**src/logic/trig_unit_pkg.sv**
```systemverilog
/*
 * constants for the address event trigger unit: register map, field
 * positions, variant and event type codes.
 * assumes a 32-bit classic wishbone slave port and a 16-bit core address.
 */
package trig_unit_pkg;

	// ==========================================================
	// sizes
	localparam int ADDR_W  = 16;
	localparam int NUM_EV  = 4;
	localparam int WB_AW   = 8;

	// ==========================================================
	// register byte offsets
	localparam logic [WB_AW-1:0] OFS_CTRL     = 8'h00;
	localparam logic [WB_AW-1:0] OFS_STATUS   = 8'h04;
	localparam logic [WB_AW-1:0] OFS_EV_BASE  = 8'h10;
	localparam logic [WB_AW-1:0] OFS_EV_SPAN  = 8'h10;
	// word index inside one event block
	localparam logic [1:0]       EVW_CFG      = 2'h0;
	localparam logic [1:0]       EVW_BEGIN    = 2'h1;
	localparam logic [1:0]       EVW_ENDBASE  = 2'h2;
	localparam logic [1:0]       EVW_ENDOFS   = 2'h3;

	// ==========================================================
	// control register fields
	localparam int CTRL_GEN    = 0;
	localparam int CTRL_VAR_LO = 1;
	localparam int CTRL_VAR_HI = 2;
	localparam int CTRL_WAVE   = 3;
	localparam logic [3:0] CTRL_RST = 4'h0;

	// variant codes
	localparam logic [1:0] VAR_TWO   = 2'h0;
	localparam logic [1:0] VAR_BEH   = 2'h1;
	localparam logic [1:0] VAR_FORCE = 2'h2;

	// ==========================================================
	// event config fields
	localparam int CFG_EN      = 0;
	localparam int CFG_PROG    = 1;
	localparam int CFG_TYPE_LO = 2;
	localparam int CFG_TYPE_HI = 3;
	localparam int CFG_TRACE   = 4;
	localparam int CFG_W       = 5;
	localparam logic [CFG_W-1:0] CFG_RST = 5'h00;

	// event type codes, meaning depends on variant
	localparam logic [1:0] TY_OUT_A    = 2'h0;
	localparam logic [1:0] TY_OUT_B    = 2'h1;
	localparam logic [1:0] TY_BEGIN    = 2'h0;
	localparam logic [1:0] TY_END      = 2'h1;
	localparam logic [1:0] TY_HIT      = 2'h2;
	localparam logic [1:0] TY_FORCE_HI = 2'h0;
	localparam logic [1:0] TY_FORCE_LO = 2'h1;

	// status register fields
	localparam int ST_TRIG_A = 0;
	localparam int ST_TRIG_B = 1;
	localparam int ST_SINGLE = 2;
	localparam int ST_TRACE  = 3;
	localparam int ST_MATCH  = 4;

endpackage

```
**src/logic/address_event_trigger_unit.sv**
```systemverilog
/*
 * address event trigger unit: watches core bus cycles, matches data and
 * program addresses against ranges, drives trigger pins and trace gating.
 * assumes core bus signals come from logic on mclk; wishbone master is
 * classic single cycle on the same clock.
 */
`timescale 1ns/1ps

// How it works
// - two-output variant gives two trigger pins, one-cycle pulse per event
// - begin/end/hit variant: single pin pulses or changes level per waveform mode bit
// - data access inside a configured data range raises an event
// - program access or fetch inside a program range raises an event
// - two-output variant: each event feeds at most one chosen pin, none for type codes 2 and 3
// - begin/end/hit events steer either trace recording or trigger pin
// - begin event makes its condition active from the matching access
// - end event makes its condition inactive at the matching access
// - hit event asserts its condition for the matching cycle only
// - force variant: force-high sets pin one, force-low sets pin zero
// - each event has its own enable, disabled events do nothing
// - one global enable gates every event together
// - range is begin to end base plus offset, any address inside matches
module address_event_trigger_unit
	import trig_unit_pkg::*;
(
	input  wire logic              mclk,
	input  wire logic              arst_n,
	// wishbone slave
	input  wire logic              wb_cyc_i,
	input  wire logic              wb_stb_i,
	input  wire logic              wb_we_i,
	input  wire logic [WB_AW-1:0]  wb_adr_i,
	input  wire logic [3:0]        wb_sel_i,
	input  wire logic [31:0]       wb_dat_i,
	output logic      [31:0]       wb_dat_o,
	output logic                   wb_ack_o,
	// emulated core bus
	input  wire logic [ADDR_W-1:0] coreAddr,
	input  wire logic              coreDataAccess,
	input  wire logic              coreProgAccess,
	// outputs
	output logic                   trig_out_a,
	output logic                   trig_out_b,
	output logic                   single_trigger_output,
	output logic                   traceRecord
);

	// ==========================================================
	// register file
	logic [3:0]        ctrl_q;
	logic [CFG_W-1:0]  cfg_q     [NUM_EV];
	logic [ADDR_W-1:0] begin_q   [NUM_EV];
	logic [ADDR_W-1:0] endBase_q [NUM_EV];
	logic [ADDR_W-1:0] endOfs_q  [NUM_EV];
	logic              ack_q;
	logic [31:0]       rdat_q;

	logic              req;
	logic              wrStb;
	logic [1:0]        evWord;
	logic [WB_AW-1:0]  evOfs;
	logic              evSel     [NUM_EV];

	// ==========================================================
	// event logic signals
	logic [NUM_EV-1:0] rawHit;
	logic [NUM_EV-1:0] live;
	logic [NUM_EV-1:0] tyA, tyB, tyEnd, tyHit;
	logic [NUM_EV-1:0] toTrace;
	logic [1:0]        variant;
	logic              globalEn;
	logic              waveLevel;

	logic              trigLvl_q, trigLvl_d;
	logic              traceLvl_q, traceLvl_d;
	logic              trigA_q, trigB_q, single_q, trace_q;
	logic              single_d, trace_d;
	logic [NUM_EV-1:0] match_q;

	logic setT, clrT, hitT, anyT;
	logic setR, clrR, hitR;

	assign globalEn  = ctrl_q[CTRL_GEN];
	assign variant   = ctrl_q[CTRL_VAR_HI:CTRL_VAR_LO];
	assign waveLevel = ctrl_q[CTRL_WAVE];

	// a new request only when no ack is pending, so each access acks once
	assign req    = wb_cyc_i && wb_stb_i && !ack_q;
	assign wrStb  = req && wb_we_i && wb_sel_i[0];
	assign evOfs  = wb_adr_i - OFS_EV_BASE;
	assign evWord = wb_adr_i[3:2];

	// ==========================================================
	// per-event decode, comparator and type flags
	genvar gi;
	generate
		for (gi = 0; gi < NUM_EV; gi++) begin : g_ev
			logic access;

			assign evSel[gi] = (wb_adr_i >= OFS_EV_BASE)
				&& (evOfs[WB_AW-1:4] == (WB_AW-4)'(gi));

			// data ranges watch data cycles, program ranges fetch and reads
			assign access = cfg_q[gi][CFG_PROG] ? coreProgAccess
				: coreDataAccess;

			range_match u_match (
				.addr       (coreAddr),
				.access     (access),
				.rangeBegin (begin_q[gi]),
				.endBase    (endBase_q[gi]),
				.endOfs     (endOfs_q[gi]),
				.hit        (rawHit[gi])
			);

			// own enable and global enable both needed
			assign live[gi] = rawHit[gi] && cfg_q[gi][CFG_EN] && globalEn;

			assign tyA[gi]     = cfg_q[gi][CFG_TYPE_HI:CFG_TYPE_LO] == TY_OUT_A;
			assign tyB[gi]     = cfg_q[gi][CFG_TYPE_HI:CFG_TYPE_LO] == TY_OUT_B;
			assign tyEnd[gi]   = cfg_q[gi][CFG_TYPE_HI:CFG_TYPE_LO] == TY_END;
			assign tyHit[gi]   = cfg_q[gi][CFG_TYPE_HI:CFG_TYPE_LO] == TY_HIT;
			// force events always act on the pin, never on trace
			assign toTrace[gi] = cfg_q[gi][CFG_TRACE] && (variant == VAR_BEH);

			// event register writes, low byte lanes only matter
			always_ff @(posedge mclk or negedge arst_n) begin
				if (!arst_n) begin
					cfg_q[gi]     <= CFG_RST;
					begin_q[gi]   <= '0;
					endBase_q[gi] <= '0;
					endOfs_q[gi]  <= '0;
				end else if (req && wb_we_i && evSel[gi]) begin
					unique case (evWord)
						EVW_CFG: begin
							if (wb_sel_i[0])
								cfg_q[gi] <= wb_dat_i[CFG_W-1:0];
						end
						EVW_BEGIN: begin
							if (wb_sel_i[0])
								begin_q[gi][7:0] <= wb_dat_i[7:0];
							if (wb_sel_i[1])
								begin_q[gi][15:8] <= wb_dat_i[15:8];
						end
						EVW_ENDBASE: begin
							if (wb_sel_i[0])
								endBase_q[gi][7:0] <= wb_dat_i[7:0];
							if (wb_sel_i[1])
								endBase_q[gi][15:8] <= wb_dat_i[15:8];
						end
						EVW_ENDOFS: begin
							if (wb_sel_i[0])
								endOfs_q[gi][7:0] <= wb_dat_i[7:0];
							if (wb_sel_i[1])
								endOfs_q[gi][15:8] <= wb_dat_i[15:8];
						end
					endcase
				end
			end
		end
	endgenerate

	// ==========================================================
	// control register
	always_ff @(posedge mclk or negedge arst_n) begin
		if (!arst_n)
			ctrl_q <= CTRL_RST;
		else if (wrStb && wb_adr_i == OFS_CTRL)
			ctrl_q <= wb_dat_i[3:0];
	end

	// ==========================================================
	// bus answer: ack one cycle after the strobe, dropped next cycle
	always_ff @(posedge mclk or negedge arst_n) begin
		if (!arst_n)
			ack_q <= 1'b0;
		else
			ack_q <= req;
	end

	// read data, unmapped offsets read zero and writes there are ignored
	always_ff @(posedge mclk or negedge arst_n) begin
		if (!arst_n) begin
			rdat_q <= '0;
		end else if (req) begin
			rdat_q <= '0;
			if (wb_adr_i == OFS_CTRL)
				rdat_q[3:0] <= ctrl_q;
			else if (wb_adr_i == OFS_STATUS)
				rdat_q[ST_MATCH+NUM_EV-1:0] <=
					{match_q, trace_q, single_q, trigB_q, trigA_q};
			else begin
				for (int i = 0; i < NUM_EV; i++) begin
					if (evSel[i]) begin
						unique case (evWord)
							EVW_CFG:     rdat_q[CFG_W-1:0]  <= cfg_q[i];
							EVW_BEGIN:   rdat_q[ADDR_W-1:0] <= begin_q[i];
							EVW_ENDBASE: rdat_q[ADDR_W-1:0] <= endBase_q[i];
							EVW_ENDOFS:  rdat_q[ADDR_W-1:0] <= endOfs_q[i];
						endcase
					end
				end
			end
		end
	end

	assign wb_ack_o = ack_q;
	assign wb_dat_o = rdat_q;

	// ==========================================================
	// condition next-state; begin and end share type codes with force
	always_comb begin
		setT = |(live & ~toTrace & ~tyEnd & ~tyHit & ~tyB);
		clrT = |(live & ~toTrace & tyEnd);
		hitT = |(live & ~toTrace & tyHit);
		anyT = |(live & ~toTrace);
		setR = |(live & toTrace & ~tyEnd & ~tyHit);
		clrR = |(live & toTrace & tyEnd);
		hitR = |(live & toTrace & tyHit);
		trigLvl_d  = trigLvl_q;
		traceLvl_d = traceLvl_q;
		// a set seen together with a clear wins, so no begin is lost
		unique case (variant)
			VAR_BEH: begin
				if (setT)
					trigLvl_d = 1'b1;
				else if (clrT)
					trigLvl_d = 1'b0;
				if (setR)
					traceLvl_d = 1'b1;
				else if (clrR)
					traceLvl_d = 1'b0;
			end
			VAR_FORCE: begin
				// force-high uses the begin code, force-low the end code
				if (|(live & tyA))
					trigLvl_d = 1'b1;
				else if (|(live & tyB))
					trigLvl_d = 1'b0;
			end
			default: begin
				trigLvl_d  = 1'b0;
				traceLvl_d = 1'b0;
			end
		endcase
	end

	// single pin: pulse mode flashes on any trigger event
	always_comb begin
		single_d = 1'b0;
		trace_d  = 1'b0;
		if (variant == VAR_FORCE)
			single_d = trigLvl_d;
		else if (variant == VAR_BEH) begin
			single_d = waveLevel ? (trigLvl_d | hitT) : anyT;
			trace_d  = traceLvl_d | hitR;
		end
	end

	// ==========================================================
	// held conditions
	always_ff @(posedge mclk or negedge arst_n) begin
		if (!arst_n) begin
			trigLvl_q  <= 1'b0;
			traceLvl_q <= 1'b0;
		end else begin
			trigLvl_q  <= trigLvl_d;
			traceLvl_q <= traceLvl_d;
		end
	end

	// registered pins, one cycle after the matching bus cycle
	always_ff @(posedge mclk or negedge arst_n) begin
		if (!arst_n) begin
			trigA_q  <= 1'b0;
			trigB_q  <= 1'b0;
			single_q <= 1'b0;
			trace_q  <= 1'b0;
			match_q  <= '0;
		end else begin
			// each event reaches only the pin its type names
			trigA_q  <= (variant == VAR_TWO) && |(live & tyA);
			trigB_q  <= (variant == VAR_TWO) && |(live & tyB);
			single_q <= single_d;
			trace_q  <= trace_d;
			match_q  <= live;
		end
	end

	assign trig_out_a            = trigA_q;
	assign trig_out_b            = trigB_q;
	assign single_trigger_output = single_q;
	assign traceRecord           = trace_q;

	// ==========================================================
	// checks
	a_pulse_a_cause: assert property (@(posedge mclk) disable iff (!arst_n)
		trig_out_a |-> $past(variant == VAR_TWO && |(live & tyA)))
		else $error("pin a pulsed without an event");

	a_pulse_one_cycle: assert property (@(posedge mclk) disable iff (!arst_n)
		(variant == VAR_TWO && |(live & tyA)) |=> trig_out_a)
		else $error("pin a missed its event");

	a_pins_exclusive: assert property (@(posedge mclk) disable iff (!arst_n)
		(variant == VAR_TWO && |(live & tyB) && !(|(live & tyA)))
		|=> !trig_out_a && trig_out_b)
		else $error("event reached the wrong pin");

	a_pulse_b_cause: assert property (@(posedge mclk) disable iff (!arst_n)
		trig_out_b |-> $past(variant == VAR_TWO && |(live & tyB)))
		else $error("pin b pulsed without an event");

	a_trace_begin: assert property (@(posedge mclk) disable iff (!arst_n)
		(variant == VAR_BEH && setR) |=> traceRecord)
		else $error("begin event did not start trace");

	a_trace_hit: assert property (@(posedge mclk) disable iff (!arst_n)
		(variant == VAR_BEH && hitR && !setR && !traceLvl_q)
		##1 (variant == VAR_BEH && live == '0) |-> traceRecord ##1 !traceRecord)
		else $error("hit event held trace past its cycle");

	a_global_gate: assert property (@(posedge mclk) disable iff (!arst_n)
		!globalEn |=> !trig_out_a && !trig_out_b && !$past(|live))
		else $error("event passed while globally disabled");

	a_event_enable: assert property (@(posedge mclk) disable iff (!arst_n)
		(rawHit == 4'h1 && !cfg_q[0][CFG_EN]) |-> !live[0])
		else $error("disabled event was live");

	a_end_clears: assert property (@(posedge mclk) disable iff (!arst_n)
		(variant == VAR_BEH && clrT && !setT && !hitT && waveLevel)
		##1 (variant == VAR_BEH && live == '0) |=> !single_trigger_output)
		else $error("end event left level high");

	a_begin_holds: assert property (@(posedge mclk) disable iff (!arst_n)
		(variant == VAR_BEH && setT && waveLevel) |=> single_trigger_output)
		else $error("begin event did not raise level");

	a_force_low: assert property (@(posedge mclk) disable iff (!arst_n)
		(variant == VAR_FORCE && |(live & tyB) && !(|(live & tyA)))
		|=> !single_trigger_output ##1 (!single_trigger_output || $past(|(live & tyA))))
		else $error("force low did not drive zero");

	a_bus_ack_once: assert property (@(posedge mclk) disable iff (!arst_n)
		wb_ack_o |=> !wb_ack_o)
		else $error("ack held two cycles");

endmodule // address_event_trigger_unit

```
**src/logic/range_match.sv**
```systemverilog
/*
 * one address range comparator.
 * assumes begin, end base and offset are held stable by the register file.
 */
`timescale 1ns/1ps
module range_match
	import trig_unit_pkg::*;
(
	input  wire logic [ADDR_W-1:0] addr,
	input  wire logic              access,
	input  wire logic [ADDR_W-1:0] rangeBegin,
	input  wire logic [ADDR_W-1:0] endBase,
	input  wire logic [ADDR_W-1:0] endOfs,
	output logic                   hit
);

	// ==========================================================
	// inclusive bounds
	// one extra bit so base plus offset cannot wrap to a low end
	logic [ADDR_W:0] rangeEnd;

	// end address is base plus offset
	assign rangeEnd = {1'b0, endBase} + {1'b0, endOfs};

	// both bounds inclusive, checked on every core cycle
	assign hit = access
		&& ({1'b0, addr} >= {1'b0, rangeBegin})
		&& ({1'b0, addr} <= rangeEnd);

endmodule // range_match

```
**config.mk**
```make
export PLATFORM = sky130hd
export DESIGN_NAME = address_event_trigger_unit
export DESIGN_NICKNAME = d
export VERILOG_FILES = /design/src/logic/trig_unit_pkg.sv /design/src/logic/address_event_trigger_unit.sv /design/src/logic/range_match.sv
export SDC_FILE = /design/constraint.sdc
export NUM_CORES = 1
export LEC_CHECK = 0
export BUFFER_PORTS_ARGS = -buffer_cell sky130_fd_sc_hd__buf_2
export CAP_MARGIN = 20
export CORE_UTILIZATION = 60
export DETAILED_ROUTE_END_ITERATION = 7
export PLACE_DENSITY = 0.78
export SLEW_MARGIN = 20
export SYNTH_ARGS = -nofsm -noshare
export SYNTH_HDL_FRONTEND = slang
export SYNTH_HIERARCHICAL = 1
export SYNTH_SLANG_ARGS = --single-unit
export TNS_END_PERCENT = 10
```
**constraint.sdc**
```tcl
create_clock -name mclk -period 9.5 [get_ports mclk]
set_input_delay 0.475 -clock mclk [delete_from_list [all_inputs] [get_ports mclk]]
set_output_delay 0.475 -clock mclk [all_outputs]
set_load 0.05 [all_outputs]
```
# After elaboration in Yosys (flattened, before gate mapping)
# Cells that the tools add are included.
dict set report word_totals {
  ff_bits 243
  output_inout_bits 37
  in_bits 67
}
dict set report op_classes {
  eq_ne 17
  n_mux 36
  n_bitwise 18
  add_sub_neg 5
  reduce_logical 81
  order_cmp 9
}
# operator count
set op_table {}
lappend op_table {{$pmux W11 S3} 4}
lappend op_table {{$mux W16} 7}
lappend op_table {{$reduce_and A3 Y1} 28}
lappend op_table {{$pmux W5 S4} 4}
lappend op_table {{$add A16 B16 Y17} 4}
lappend op_table {{$le A16 B17 Y1} 4}
lappend op_table {{$ge A16 B16 Y1} 4}
lappend op_table {{$and A4 B4 Y4} 13}
lappend op_table {{$reduce_or A4 Y1} 9}
lappend op_table {{$logic_and A1 B1 Y1} 35}
lappend op_table {{$mux W8} 2}
lappend op_table {{$mux W1} 15}
lappend op_table {{$eq A2 B2 Y1 const B} 7}
lappend op_table {{$eq A2 B1 Y1 const B} 6}
lappend op_table {{$logic_not A2 Y1} 6}
lappend op_table {{$mux W12} 1}
lappend op_table {{$not A4 Y4} 3}
lappend op_table {{$eq A4 B2 Y1 const B} 2}
lappend op_table {{$eq A8 B3 Y1 const B} 1}
lappend op_table {{$ge A8 B5 Y1 const B} 1}
lappend op_table {{$logic_not A8 Y1} 1}
lappend op_table {{$sub A8 B5 Y8 const B} 1}
lappend op_table {{$eq A4 B1 Y1 const B} 1}
lappend op_table {{$logic_not A4 Y1} 1}
lappend op_table {{other kinds (4)} 6}

# Logic depth before layout (Yosys ltp)
dict set report depth {
  depth_word 16
  ltp_mapped 22
  depth_no_buf 22
}

# By module
# The synthesis kept the hierarchy.
# mod area_per_inst_um2 n_inst cells_each seq_area_each_um2
set by_module_without_submodules {}
lappend by_module_without_submodules {address_event_trigger_unit 11862.6 1 913 6080.8}
lappend by_module_without_submodules {{range_match (g_ev[2].u_match ...)} 1511.4 2 187 0.0}
lappend by_module_without_submodules {{range_match (g_ev[0].u_match ...)} 1482.7 2 191 0.0}

# Least setup slack after synthesis
# Ideal clock, no wire load.
dict set report synth_timing {
  path_type {register to register}
  startpoint {register endBase_q[0] (netlist bit)}
  endpoint {register single_q (netlist: single_trigger_output)}
  synth_period_minus_slack_ps 4754
  path_stages_with_launch 21
  path_buffers 0
  slack_ps 4746
  setup_ps 69
  t_required_ps 9431
  arrival_time_ps 4686
  cell_sequence {dfrtp_1 ha_1 fa_1 a211oi_2 o21ai_2 o2111a_1 a2111oi_4 xor2_1 ha_1 nand4_1 or2_2 nor4_1 a2111oi_0 o221ai_2 o311a_1 nand3_1 or3b_2 nand4_1 a221o_2 or3b_1 nand3_1}
}
dict set report synth_between {
  elab_chain_cells 16
}
# element line_no
set synth_rtl {}
lappend synth_rtl {{from (decl)} address_event_trigger_unit.sv:53} ;# logic [ADDR_W-1:0] endBase_q [NUM_EV];
lappend synth_rtl {{from (signal, indexed assignment)} address_event_trigger_unit.sv:147} ;# endBase_q[gi][7:0] <= wb_dat_i[7:0];
lappend synth_rtl {{from (signal, indexed assignment)} address_event_trigger_unit.sv:149} ;# endBase_q[gi][15:8] <= wb_dat_i[15:8];
lappend synth_rtl {{$add A16 B16 Y17 *} range_match.sv:23} ;# assign rangeEnd = {1'b0, endBase} + {1'b0, endOfs};
lappend synth_rtl {{$le A16 B17 Y1 *} range_match.sv:28} ;# && ({1'b0, addr} <= rangeEnd);
lappend synth_rtl {{$logic_and A1 B1 Y1 *} range_match.sv:28}
lappend synth_rtl {{named net rawHit[3]} address_event_trigger_unit.sv:66} ;# logic [NUM_EV-1:0] rawHit;
lappend synth_rtl {{$logic_and A1 B1 Y1 * (2 in a row)} address_event_trigger_unit.sv:117} ;# assign live[gi] = rawHit[gi] && cfg_q[gi][CFG_EN] && globalEn;
lappend synth_rtl {{$and A4 B4 Y4} n/a}
lappend synth_rtl {{$and A4 B4 Y4 (3 in a row)} address_event_trigger_unit.sv:213} ;# setT = |(live & ~toTrace & ~tyEnd & ~tyHit & ~tyB);
lappend synth_rtl {{$reduce_or A4 Y1} address_event_trigger_unit.sv:213}
lappend synth_rtl {{$mux W1} address_event_trigger_unit.sv:225} ;# if (setT)
lappend synth_rtl {{$pmux W1 S2} address_event_trigger_unit.sv:223} ;# unique case (variant)
lappend synth_rtl {{$or A1 B1 Y1} address_event_trigger_unit.sv:255} ;# single_d = waveLevel ? (trigLvl_d | hitT) : anyT;
lappend synth_rtl {{$mux W1} address_event_trigger_unit.sv:255}
lappend synth_rtl {{$mux W1} address_event_trigger_unit.sv:254} ;# else if (variant == VAR_BEH) begin
lappend synth_rtl {{$mux W1 *} address_event_trigger_unit.sv:252} ;# if (variant == VAR_FORCE)
lappend synth_rtl {{named net single_d} address_event_trigger_unit.sv:77} ;# logic single_d, trace_d;
lappend synth_rtl {{to (signal assigned)} address_event_trigger_unit.sv:284} ;# single_q <= single_d;
lappend synth_rtl {{to (decl)} address_event_trigger_unit.sv:76} ;# logic trigA_q, trigB_q, single_q, trace_q;
# The timed path passes the listed nets; every way through them passes the cells marked *.
# A chain may end at the register's enable or synchronous reset.

# Worst setup path in the final report
# Ends and elaborated chain as after synthesis.

==> impl_metrics.yaml <==
yosys:
  synth_ff_type: "dfrtp_1"
  synth_top_area_cell: "dfrtp_1"
  yosys-top-cells-count: "256 x mux2_2, 243 x dfrtp_1, 195 x ha_1"
  synth_area_leaders: "dfrtp_1 34%, mux2_2 16%, ha_1 14%"
  synth-edff-count: 0
  ys_seq_area_frac: 0.3406
  synth_seq_cells: 243
  syn_inst: 1669
  synth-async-reset-ratio: 1.000
  synth_most_common_cell: "mux2_2"
  syn_area_per_cell_um2: 10.70
  synth_top_area_share: 0.3406
  ys_types: 96
  synth_warnings: 6
  synth_area_mm2: 0.01785
sta:
  fin_skew_ns: 0.02047
  fmax_ghz: 0.1761
  setup_ws_ns: 3.821
  period_needed_ns: 5.679
  rsz0062_at_grt: "no"
  fin_tns_setup_ns: 0
  setup_viol: 0
  slew_headroom: 0.2195
  final-max-slew-violation-count: 0
  hold_viol_final: 0
  period_share: 0.5977
  worst_slew_pin_slew_ns: 1.170
routing:
  vias: 14010
  first_pass_iters: 5
  wl_um: 49370
  drc: 0
  first_iter_violations: 1156
  wire_per_inst_um: 23.31
  final_antenna_net_count: 0
  vias_per_cell: 6.614
grt:
  antenna_found_initial: 0
  grt_max_degree: 95
  gr-total-overflow: 0
  grt_pass1_vias: 14410
  track_usage: 0.3277
  grt_pass1_wl_um: 78000
clock_tree:
  cts_resized: 0
  htreeDepth: 1
  post-cts-setup-buffers: 0
  numCtsBuffers: 28
  worstSkewPairLatency_ns: 0.56
  clkSinkCount: 243
  cts_tree: "built"
  clk_pin_slew_ns: 0.06
  clockBufferDepth: 3
  root_buffer: "clkbuf_16"
pwr:
  power_density_mw_per_mm2: 131.4
  leakage_nw: 9.347
  peakVddDrop_v: 0.0001350
job:
  drv_cap: 0
run_status:
  status: "finished, final reports clean"
placement:
  place.gp.congestion: 0.9196
  io_buffer_count: 69
  place_worst_setup_slack_ns: 3.897
  dp_hpwl_um: 36670
floorplanning:
  io_pins: 104
  rows: 62
  die_x_um: 174.5
  start_util: 0.6153
  die_h_um: 174.5
  design.core.area_mm2: 0.02901
  dieArea_mm2: 0.03045
worst_setup_path:
  critPathBufInv: 0
  arrival_ns: 6.18
  worstSetupEndpointType: "flop"
  crit_chain: "ha_1 > fa_1 > a211oi_2 > o21ai_2 > o2111a_1 > a2111oi_4 > xor2_1 > ha_1 > nand4_1 > or2_2 > nor4_1 > a2111oi_0 > o221ai_2 > o311a_1 > nand3_1 > or3b_2 > nand4_1 > a221o_2 > or3b_1 > nand3_1"
  critPathRequiredTime_ns: 10.00
  path_delay_family: "simple AND/OR/NAND/NOR gates"
  critPathMaxStageDelay_ns: 0.53
  startpoint_type: "flop"
  cpMaxStageDelayCell: "or3b_2"
  path_class: "flop to flop"
  worst-path-max-fanout: 5
cells_and_area:
  layout.nets: 1982
  nFillCells: 2224
  layout-drive-gt1-share: 0.2687
  antenna_cells: 0
  synthToLayoutAreaGrowth_pct: 8.187
min_path:
  hold_class: "primary input to flop"
==> report_power, final <==
group | leakage, nW | switching [mW] | internal, mW
sequential | 3.36 | 0.0232 | 1.06
clock | 0.450 | 0.442 | 0.659
combinational | 5.54 | 0.232 | 0.119
total | 9.35 | 0.698 | 1.84
==> cells in the final DEF, fill, tap and decap left out, types with 9 or more instances in the layout <==
| master | instances |
|---|---|
| mux2_2 | 256 |
| dfrtp_1 | 243 |
| ha_1 | 195 |
| nand2_1 | 109 |
| a21oi_1 | 93 |
| inv_1 | 86 |
| buf_2 | 67 |
| nor2_1 | 59 |
| o21ai_0 | 44 |
| nand3_1 | 40 |
| xor2_1 | 35 |
| a22oi_1 | 34 |
| clkbuf_16 | 28 |
| a21o_1 | 28 |
| nor2b_1 | 24 |
| xnor2_1 | 21 |
| mux4_2 | 19 |
| nand4_1 | 17 |
| o211ai_1 | 17 |
| o22ai_1 | 16 |
| conb_1 | 16 |
| a221oi_1 | 13 |
| a211oi_1 | 12 |
| nor3_1 | 11 |
| a31oi_1 | 10 |
| o21ai_1 | 10 |
| and2_1 | 9 |
| nor4_1 | 9 |
| o21a_1 | 9 |
==> worst min-delay path, cell delays in order <==
cell,delay (ns)
buf_2,0.24
nand2_1,0.10
o21ai_0,0.08
==> per-layer routing <==
| layer | GRT usage | part of all wire |
|---|---|---|
| met2 | 0.5627 | 0.48 |
| met4 | 0.1155 | 0.032 |
| met5 | 0 | 0 |
| met3 | 0.05556 | 0.075 |
| met1 | 0.4153 | 0.41 |
==> cell type report <==
class	instances	area (um^2)	share of cell area
inverter	87	327.8	0.01697
clock buffer	40	795.8	0.04120
tap	384	480.5	0.02488
clock inverter	8	128.9	0.006673
sequential	243	6081	0.3149
multi-input combinational	1280	11080	0.5738
timing repair buffer	76	416.7	0.02157
==> kinds of logic (layout without fill, tap and decap cells) <==
logic type | after synthesis | after routing | synth area share
simple gates | 338 | 338 | 0.1004
flops | 243 | 243 | 0.3406
mux | 284 | 284 | 0.1917
buf+inv | 161 | 211 | 0.04226
compound gates | 387 | 387 | 0.1562
fa+ha+maj | 199 | 199 | 0.1412
xor+xnor | 56 | 56 | 0.02748
other cells | 1 | 16 | 0.0002101
==> per-stage QoR <==
step / util / instance area (um^2) / instances / hold slack, ns / power (mW)
after floorplan: - / 17910 / 1684 / 0.1794 / 1.327
after CTS: 0.6655 / 19310 / 2118 / 0.3742 / 2.539
after global routing: 0.6656 / 19310 / 2118 / 0.3981 / 2.625
after detailed placement: 0.6333 / 18370 / 2069 / 0.4599 / 1.447
final: 0.6656 / 19310 / 2118 / 0.3863 / 2.538
after global placement: 0.6333 / 18370 / 2069 / 0.4596 / 1.432
==> flip-flops by register name, indices dropped and copies added, names as in the netlist <==
| signal | flops |
|---|---|
| traceRecord | 1 |
| trig_out_b | 1 |
| match_q | 4 |
| wb_ack_o | 1 |
| cfg_q | 20 |
| endBase_q | 64 |
| traceLvl_q | 1 |
| trigLvl_q | 1 |
| begin_q | 64 |
| wb_dat_o | 16 |
| single_trigger_output | 1 |
| ctrl_q | 4 |
| endOfs_q | 64 |
| trig_out_a | 1 |
==> what timing repair did <==
action	in CTS	in global routing
endpoints found under the hold margin	63	0
endpoints found under the setup margin	0	0
hold buffers	1	0
==> worst paths after layout <==
path,from,end,slack [ns],cells past startpoint
min in group asynchronous,arst_n,begin_q[2],0.51,2
min reg2reg,wb_dat_o[6],wb_dat_o[6],0.49,2
max in group asynchronous,arst_n,begin_q[24],6.82,4
min,wb_dat_i[1],ctrl_q[1],0.39,3
max reg2reg,endBase_q[0],single_trigger_output,3.82,20
max,endBase_q[0],single_trigger_output,3.82,20
Note: power is estimated with default switching activity, not from simulation.
